[config.mk]
export PLATFORM = sky130hd
export DESIGN_NAME = card_status_change_flags
export DESIGN_NICKNAME = d
export VERILOG_FILES = /design/src/hdl/card_status_change_flags.v /design/src/hdl/socket_change_latch.v
export VERILOG_INCLUDE_DIRS = /design/src /design/src/hdl
export SDC_FILE = /design/constraint.sdc
export NUM_CORES = 1
export LEC_CHECK = 0
export BUFFER_PORTS_ARGS = -buffer_cell sky130_fd_sc_hd__buf_2
export CAP_MARGIN = 20
export CORE_ASPECT_RATIO = 2
export CORE_UTILIZATION = 42
export DETAILED_ROUTE_END_ITERATION = 8
export HOLD_SLACK_MARGIN = 0.02
export PLACE_DENSITY = 0.67
export SLEW_MARGIN = 20
export SYNTH_ARGS = -nofsm -noshare
export SYNTH_HDL_FRONTEND = slang
export SYNTH_SLANG_ARGS = --single-unit
[constraint.sdc]
create_clock -name sys_clk -period 1.9 [get_ports sys_clk]
set_input_delay 0.285 -clock sys_clk [delete_from_list [all_inputs] [get_ports sys_clk]]
set_output_delay 0.285 -clock sys_clk [all_outputs]
set_load 0.005 [all_outputs]
[src/hdl/card_status_change_regs.vh]
// Register indices, field positions and reset values for the status-change flags.
`ifndef CARD_STATUS_CHANGE_REGS_VH
`define CARD_STATUS_CHANGE_REGS_VH

// ************************************************************
// Register indices, memory offset and reset value
// ************************************************************
`define SOCKET_A_STATUS_CHANGE_FLAGS_INDEX 8'h04
`define SOCKET_B_STATUS_CHANGE_FLAGS_INDEX 8'h44
`define STATUS_CHANGE_FLAGS_MEM_OFFSET     12'h804
`define STATUS_CHANGE_FLAGS_RESET          8'h00

// ************************************************************
// Field positions
// ************************************************************
`define CARD_DETECT_CHANGE_BIT 3
`define READY_RISE_BIT         2
`define BATTERY_WARNING_BIT    1
`define BATTERY_DEAD_BIT       0
`define FLAG_COUNT             4
`define CLEAR_MODE_BIT         2

// ************************************************************
// Field values
// ************************************************************
`define CARD_KIND_MEMORY       1'b0
`define CARD_KIND_IO           1'b1
`define CLEAR_MODE_ON_READ     1'b0
`define CLEAR_MODE_WRITE_ONE   1'b1
`define FLAGS_NONE             4'h0

`endif

[src/hdl/card_status_change_flags.v]
// Two-socket card status-change flag registers with indexed read and write access.
`timescale 1ns/1ps
`default_nettype none
`include "card_status_change_regs.vh"

module card_status_change_flags (
    // Clock and resets
    input  wire       sys_clk,
    input  wire       reset_n,
    input  wire       bus_reset_n,
    input  wire       wakeup_power_event,
    // Indexed register access
    input  wire [7:0] reg_index,
    input  wire       reg_read,
    input  wire       reg_write,
    input  wire [7:0] reg_write_data,
    output reg  [7:0] reg_read_data,
    output reg        reg_read_valid,
    // Global control
    input  wire       clear_mode_select,
    // Socket A pins and configuration
    input  wire       a_card_detect_1_n,
    input  wire       a_card_detect_2_n,
    input  wire       a_card_ready,
    input  wire       a_battery_voltage_2,
    input  wire       a_battery_voltage_1_ri,
    input  wire [3:0] a_card_detect_irq_enable,
    input  wire       a_card_kind_select,
    input  wire       a_ring_indicate_enable,
    // Socket B pins and configuration
    input  wire       b_card_detect_1_n,
    input  wire       b_card_detect_2_n,
    input  wire       b_card_ready,
    input  wire       b_battery_voltage_2,
    input  wire       b_battery_voltage_1_ri,
    input  wire [3:0] b_card_detect_irq_enable,
    input  wire       b_card_kind_select,
    input  wire       b_ring_indicate_enable
);

    // ************************************************************
    // Visible-bit mask
    // ************************************************************

    // Positions the host may see: enabled sources, and for an I/O card
    // never the ready or battery-warning positions.
    function [3:0] visible_mask;
        input [3:0] enable;
        input       card_kind;
        begin
            visible_mask = enable;
            if (card_kind == `CARD_KIND_IO) begin
                visible_mask[`READY_RISE_BIT]      = 1'b0;
                visible_mask[`BATTERY_WARNING_BIT] = 1'b0;
            end
        end
    endfunction

    // Index decode shared by both sockets' read and clear paths.
    function index_hit;
        input [7:0] index;
        input [7:0] target;
        begin
            index_hit = (index == target);
        end
    endfunction

    // ************************************************************
    // Bus reset synchroniser
    // ************************************************************
    reg        bus_reset_s1_q;
    reg        bus_reset_s2_q;
    reg        wakeup_s1_q;
    reg        wakeup_s2_q;
    wire       flags_clear;

    // Bus reset and the wakeup enable come from another domain; two stages each.
    // A bus reset shorter than one clock cycle may be missed; it is a level.
    always @(posedge sys_clk or negedge reset_n) begin
        if (!reset_n) begin
            bus_reset_s1_q <= 1'b1;
            bus_reset_s2_q <= 1'b1;
            wakeup_s1_q    <= 1'b0;
            wakeup_s2_q    <= 1'b0;
        end else begin
            bus_reset_s1_q <= bus_reset_n;
            bus_reset_s2_q <= bus_reset_s1_q;
            wakeup_s1_q    <= wakeup_power_event;
            wakeup_s2_q    <= wakeup_s1_q;
        end
    end

    // With wakeup enabled the flags must survive a bus reset, so only the
    // global reset reaches them then.
    assign flags_clear = ~bus_reset_s2_q & ~wakeup_s2_q;

    // ************************************************************
    // Address decode and clear requests
    // ************************************************************
    // Flag state from each socket, and the host's view of it after masking.
    wire [3:0] flags_a;
    wire [3:0] flags_b;
    wire [3:0] view_a;
    wire [3:0] view_b;
    wire       hit_a;
    wire       hit_b;
    reg  [3:0] clear_a;
    reg  [3:0] clear_b;
    reg  [7:0] read_d;

    assign hit_a  = index_hit(reg_index, `SOCKET_A_STATUS_CHANGE_FLAGS_INDEX);
    assign hit_b  = index_hit(reg_index, `SOCKET_B_STATUS_CHANGE_FLAGS_INDEX);
    assign view_a = flags_a & visible_mask(a_card_detect_irq_enable, a_card_kind_select);
    assign view_b = flags_b & visible_mask(b_card_detect_irq_enable, b_card_kind_select);

    // Clear requests: in read mode a read clears exactly what it returned, so
    // a flag set after the read is never lost; in write mode a one clears.
    // Upper data bits are dropped here, which makes writes to them no-ops.
    // Software is expected to read first and clear after; an event that lands
    // in the clearing cycle is kept so that no source is lost.
    always @* begin
        clear_a = `FLAGS_NONE;
        clear_b = `FLAGS_NONE;
        if (clear_mode_select == `CLEAR_MODE_ON_READ) begin
            if (reg_read && hit_a) begin
                clear_a = view_a;
            end
            if (reg_read && hit_b) begin
                clear_b = view_b;
            end
        end else begin
            if (reg_write && hit_a) begin
                clear_a = reg_write_data[3:0];
            end
            if (reg_write && hit_b) begin
                clear_b = reg_write_data[3:0];
            end
        end
    end

    // ************************************************************
    // Read data
    // ************************************************************

    // Unmapped indices read as zero; the upper nibble is always zero.
    // Masking at read time as well as at capture means a source disabled
    // after its flag was set stops showing at once.
    always @* begin
        read_d = `STATUS_CHANGE_FLAGS_RESET;
        if (hit_a) begin
            read_d = {4'h0, view_a};
        end else if (hit_b) begin
            read_d = {4'h0, view_b};
        end
    end

    // Read answer is registered: data and valid appear one edge after the request.
    always @(posedge sys_clk or negedge reset_n) begin
        if (!reset_n) begin
            reg_read_data  <= `STATUS_CHANGE_FLAGS_RESET;
            reg_read_valid <= 1'b0;
        end else begin
            reg_read_valid <= reg_read;
            if (reg_read) begin
                reg_read_data <= read_d;
            end
        end
    end

    // ************************************************************
    // Socket flag latches
    // ************************************************************
    socket_change_latch socket_a (
        .sys_clk                (sys_clk),
        .reset_n                (reset_n),
        .flags_clear            (flags_clear),
        .card_detect_1_n        (a_card_detect_1_n),
        .card_detect_2_n        (a_card_detect_2_n),
        .card_ready             (a_card_ready),
        .battery_voltage_2      (a_battery_voltage_2),
        .battery_voltage_1_ri   (a_battery_voltage_1_ri),
        .card_detect_irq_enable (a_card_detect_irq_enable),
        .card_kind_select       (a_card_kind_select),
        .ring_indicate_enable   (a_ring_indicate_enable),
        .clear_bits             (clear_a),
        .flags                  (flags_a)
    );

    socket_change_latch socket_b (
        .sys_clk                (sys_clk),
        .reset_n                (reset_n),
        .flags_clear            (flags_clear),
        .card_detect_1_n        (b_card_detect_1_n),
        .card_detect_2_n        (b_card_detect_2_n),
        .card_ready             (b_card_ready),
        .battery_voltage_2      (b_battery_voltage_2),
        .battery_voltage_1_ri   (b_battery_voltage_1_ri),
        .card_detect_irq_enable (b_card_detect_irq_enable),
        .card_kind_select       (b_card_kind_select),
        .ring_indicate_enable   (b_ring_indicate_enable),
        .clear_bits             (clear_b),
        .flags                  (flags_b)
    );

endmodule
`default_nettype wire

[src/hdl/socket_change_latch.v]
// Per-socket pin synchronisers, event detection and sticky flag storage.
`timescale 1ns/1ps
`default_nettype none
`include "card_status_change_regs.vh"

module socket_change_latch (
    // Clock and reset
    input  wire       sys_clk,
    input  wire       reset_n,
    input  wire       flags_clear,
    // Card pins, all asynchronous to sys_clk
    input  wire       card_detect_1_n,
    input  wire       card_detect_2_n,
    input  wire       card_ready,
    input  wire       battery_voltage_2,
    input  wire       battery_voltage_1_ri,
    // Configuration
    input  wire [3:0] card_detect_irq_enable,
    input  wire       card_kind_select,
    input  wire       ring_indicate_enable,
    // Clear request and flag state
    input  wire [3:0] clear_bits,
    output wire [3:0] flags
);

    // ************************************************************
    // Pin synchronisers
    // ************************************************************
    reg  [4:0] sync1_q;
    reg  [4:0] sync2_q;
    reg  [4:0] last_q;
    reg  [3:0] flags_q;
    reg  [3:0] event_d;
    reg  [3:0] flags_d;
    wire [4:0] pins;

    assign pins  = {card_detect_1_n, card_detect_2_n, card_ready,
                    battery_voltage_2, battery_voltage_1_ri};
    assign flags = flags_q;

    // Two stages before any logic looks at the pins; last_q feeds the edge detectors.
    always @(posedge sys_clk or negedge reset_n) begin
        if (!reset_n) begin
            sync1_q <= 5'h1F;
            sync2_q <= 5'h1F;
            last_q  <= 5'h1F;
        end else begin
            sync1_q <= pins;
            sync2_q <= sync1_q;
            last_q  <= sync2_q;
        end
    end

    // Event detection; disabled sources never raise their flag.
    always @* begin
        event_d = `FLAGS_NONE;
        // Either detect line changing level counts.
        event_d[`CARD_DETECT_CHANGE_BIT] = (sync2_q[4] != last_q[4])
                                         | (sync2_q[3] != last_q[3]);
        if (card_kind_select == `CARD_KIND_MEMORY) begin
            event_d[`READY_RISE_BIT]      = sync2_q[2] & ~last_q[2];
            event_d[`BATTERY_WARNING_BIT] = ~sync2_q[1] & last_q[1];
            event_d[`BATTERY_DEAD_BIT]    = ~sync2_q[0] & last_q[0];
        end else begin
            // The status-change line of an I/O card is active low.
            event_d[`BATTERY_DEAD_BIT]    = ~sync2_q[0] & last_q[0];
        end
        // In ring mode the shared battery pin is the ring line, active low,
        // and bit 0 reports it whatever the card kind.
        if (ring_indicate_enable) begin
            event_d[`BATTERY_DEAD_BIT]    = ~sync2_q[0] & last_q[0];
        end
        event_d = event_d & card_detect_irq_enable;
    end

    // Sticky flags: an event in the clearing cycle survives the clear.
    always @* begin
        flags_d = (flags_q & ~clear_bits) | event_d;
    end

    always @(posedge sys_clk or negedge reset_n) begin
        if (!reset_n) begin
            flags_q <= `FLAGS_NONE;
        end else if (flags_clear) begin
            flags_q <= `FLAGS_NONE;
        end else begin
            flags_q <= flags_d;
        end
    end

endmodule
`default_nettype wire

==> run_results.csv <==
group,metric,value,unit
cts,postCtsResizedCells,0,
sta,slew_headroom,63.1,%
cts,path_clk_slew,80,ps
placement,dpl-instance-area,0.00207,mm^2
cts,tritoncts,"built",
placement,place_congestion,0.816,
grt,antenna_found_initial,0,
synth,synth_top_area_share,45.8,%
die,io_pins,54,
sta,post-route-min-period,1340,ps
grt,grt_usage,16.4,%
critical_path,slowest_delay,520,ps
finish,n_antenna_cell,0,
grt,top_usage_layer,"met2",
sta,skew,7.30,ps
power,peakVddDrop,0.780,mV
cts,post-cts-setup-buffer-count,0,
synth,ys_warn_count,0,
synth,synth_area_leader_cell,"dfstp_2",
synth,ys.flop_type,"dfstp_2",
synth,yosysUniqueCellTypes,29,
grt,grt_pass1_wl,5660,um
finish,areaGrowthSynthToFinish,18.3,%
grt,use_met3,3.03,%
die,dieArea,0.00465,mm^2
power,p_leak,0.927,nW
route,first_iter_violations,23,
route,drc_errors,0,
cts,cts.root.buffer_cell,"clkbuf_8",
synth,synth_edf_count,0,
synth,synthTopCellsByArea,"dfstp_2, dfrtp_1, nor2b_1",
cts,htree_levels,2,
sta,timing.fmax,744,MHz
cts,clockBufferDepth,2,
power,p_per_area,878,mW/mm^2
critical_path,worstPathArrival,1560,ps
synth,yosys_register_bits,47,
route,via_count,1197,
synth,syn_avg_cell_area,13.7,um^2
die,die_height,95.5,um
grt,met1_usage,17.1,%
critical_path,cp-end-kind,"flip-flop",
synth,synth-async-reset-ratio,100,%
grt,grt_pass1_vias,1267,
cts,cts_hold_buf,0,
sta,setup_tns,0,ps
critical_path,crit_chain,"or2_1 > o21ai_0 > a31oi_1",
status,status,"finished, final reports clean",
die,die_w,48.7,um
grt,grt_max_degree,48,
flow_run,maxCapViolations,0,
die,core_area,0.00413,mm^2
finish,final_area,0.00217,mm^2
synth,syn_area,0.00184,mm^2
critical_path,cp.required,2110,ps
synth,synth.top_cells.by_count,"dfstp_2, dfrtp_1, nor2b_1",
die,rows,33,
route,wl,3410,um
synth,synth_cells,134,
sta,period_share,70.8,%
min_path,hold_path_class,"in2async",
critical_path,slowest_stage,"dfstp_2",
die,start_util,44.5,%
critical_path,crit_type,"reg2reg",
finish,final_layout_size_suffix_gt1_share,48.6,%
sta,rsz0062_at_grt,"no",
synth,synth_most_common_cell,"dfstp_2",
route,avgRoutedWirePerCell,14.7,um
finish,utilization,52.6,%
route,dr.pass1.iters,4,
sta,setup_viol,0,
synth,yosysSeqAreaShare,66.3,%
cts,cts_num_sinks,47,
sta,worst_pin_slew,554,ps
critical_path,crit_fanout,14,
sta,hold_viol,0,
critical_path,critPathLaunchType,"flip-flop",
cts,clkLatencyLatePin,290,ps
placement,port_buffers,43,
grt,met2_usage,30.3,%
cts,numCtsBuffers,5,
finish,layout.nets,223,
route,via_per_inst,5.18,
route,antenna_left,0,
grt,grt-ovfl-total,0,
critical_path,r2r_cells,3,
sta,final_max_slew_viol_count,0,
==> through the flow <==
stage | setup WS [ps] | hold WS, ps | power [W] | cells
2_1_floorplan | 442 | -10.6 | 0.00119 | 137
3_3_place_gp | 322 | 333 | 0.00127 | 223
3_5_place_dp | 296 | 345 | 0.00128 | 223
4_1_cts | 526 | 72.9 | 0.00193 | 231
5_1_grt | 432 | 67.2 | 0.00199 | 231
6_report | 555 | 62.8 | 0.00190 | 231
==> where the power goes <==
group / total, W / internal (W) / switching [W]
Clock: 0.000648 / 0.000331 / 0.000317
Combinational: 0.000147 / 0.0000636 / 0.0000836
Sequential: 0.00111 / 0.00108 / 0.0000256
==> kinds of logic after synthesis <==
| group | after synthesis | share of synthesized area [%] |
|---|---|---|
| DFF | 47 | 66.3 |
| xor gates and xnor gates | 4 | 1.91 |
| AOI/OAI and AO/OA | 27 | 10.5 |
| and+or+nand+nor | 45 | 17.5 |
| other | 1 | 0.204 |
| buffers and inverters | 10 | 3.68 |
==> flip-flops by register name (all words and copies together), names as in the netlist, 5 cells and up <==
register	cells
socket_a.sync1_q	5
socket_a.sync2_q	5
socket_b.sync2_q	5
socket_a.last_q	5
socket_b.last_q	5
socket_b.sync1_q	5
==> worst max-delay path, delay by kind of cell, from the launching register on <==
family           cells  cell delay [ps]
AND/OR/NAND/NOR      1              390
flip-flops           1              520
AO/OA/AOI/OAI        2              360
==> cells in the final DEF, fill, tap and decap left out, types with 2 or more instances in the layout <==
cell type / instances
buf_2: 43
dfstp_2: 32
dfrtp_1: 15
nor2b_1: 11
nand2_1: 8
clkbuf_8: 7
nand3_1: 6
a211oi_1: 6
o21ai_1: 6
nand4b_1: 5
or4bb_1: 4
o21ai_0: 4
xor2_1: 4
a31o_1: 4
conb_1: 4
nand3b_1: 3
and3b_1: 2
o211ai_1: 2
a32o_1: 2
==> final timing paths <==
check	startpoint	endpoint	slack, ps
worst max-delay path	bus_reset_s2_q$_DFF_PN1_	socket_b.flags[0]$_DFF_PN0_	560
worst min-delay path	reset_n	socket_b.flags[0]$_DFF_PN0_	60
worst max register to register	bus_reset_s2_q$_DFF_PN1_	socket_b.flags[0]$_DFF_PN0_	560
worst min register to register	socket_a.sync1_q[3]$_DFF_PN1_	socket_a.sync2_q[3]$_DFF_PN1_	350
max in group asynchronous	reset_n	socket_a.sync2_q[4]$_DFF_PN1_	1450
min in group sys_clk	b_card_ready	socket_b.sync1_q[2]$_DFF_PN1_	80
==> metal layers <==
| metal | up-vias | wire (um) |
|---|---|---|
| met5 | - | 0 |
| met4 | 0 | 64 |
| met3 | 6 | 118 |
| met2 | 38 | 1880 |
| met1 | 593 | 1350 |
| li1 | 560 | - |
==> area by class of cell <==
class | count | area (um^2)
Clock buffer | 7 | 96.3
Clock inverter | 1 | 7.51
Fill cell | 395 | 1960
Multi-Input combinational cell | 80 | 563
Sequential cell | 47 | 1220
Tap cell | 52 | 65.1
Timing Repair Buffer | 44 | 223
No activity file was read; power rests on OpenSTA's default activity.
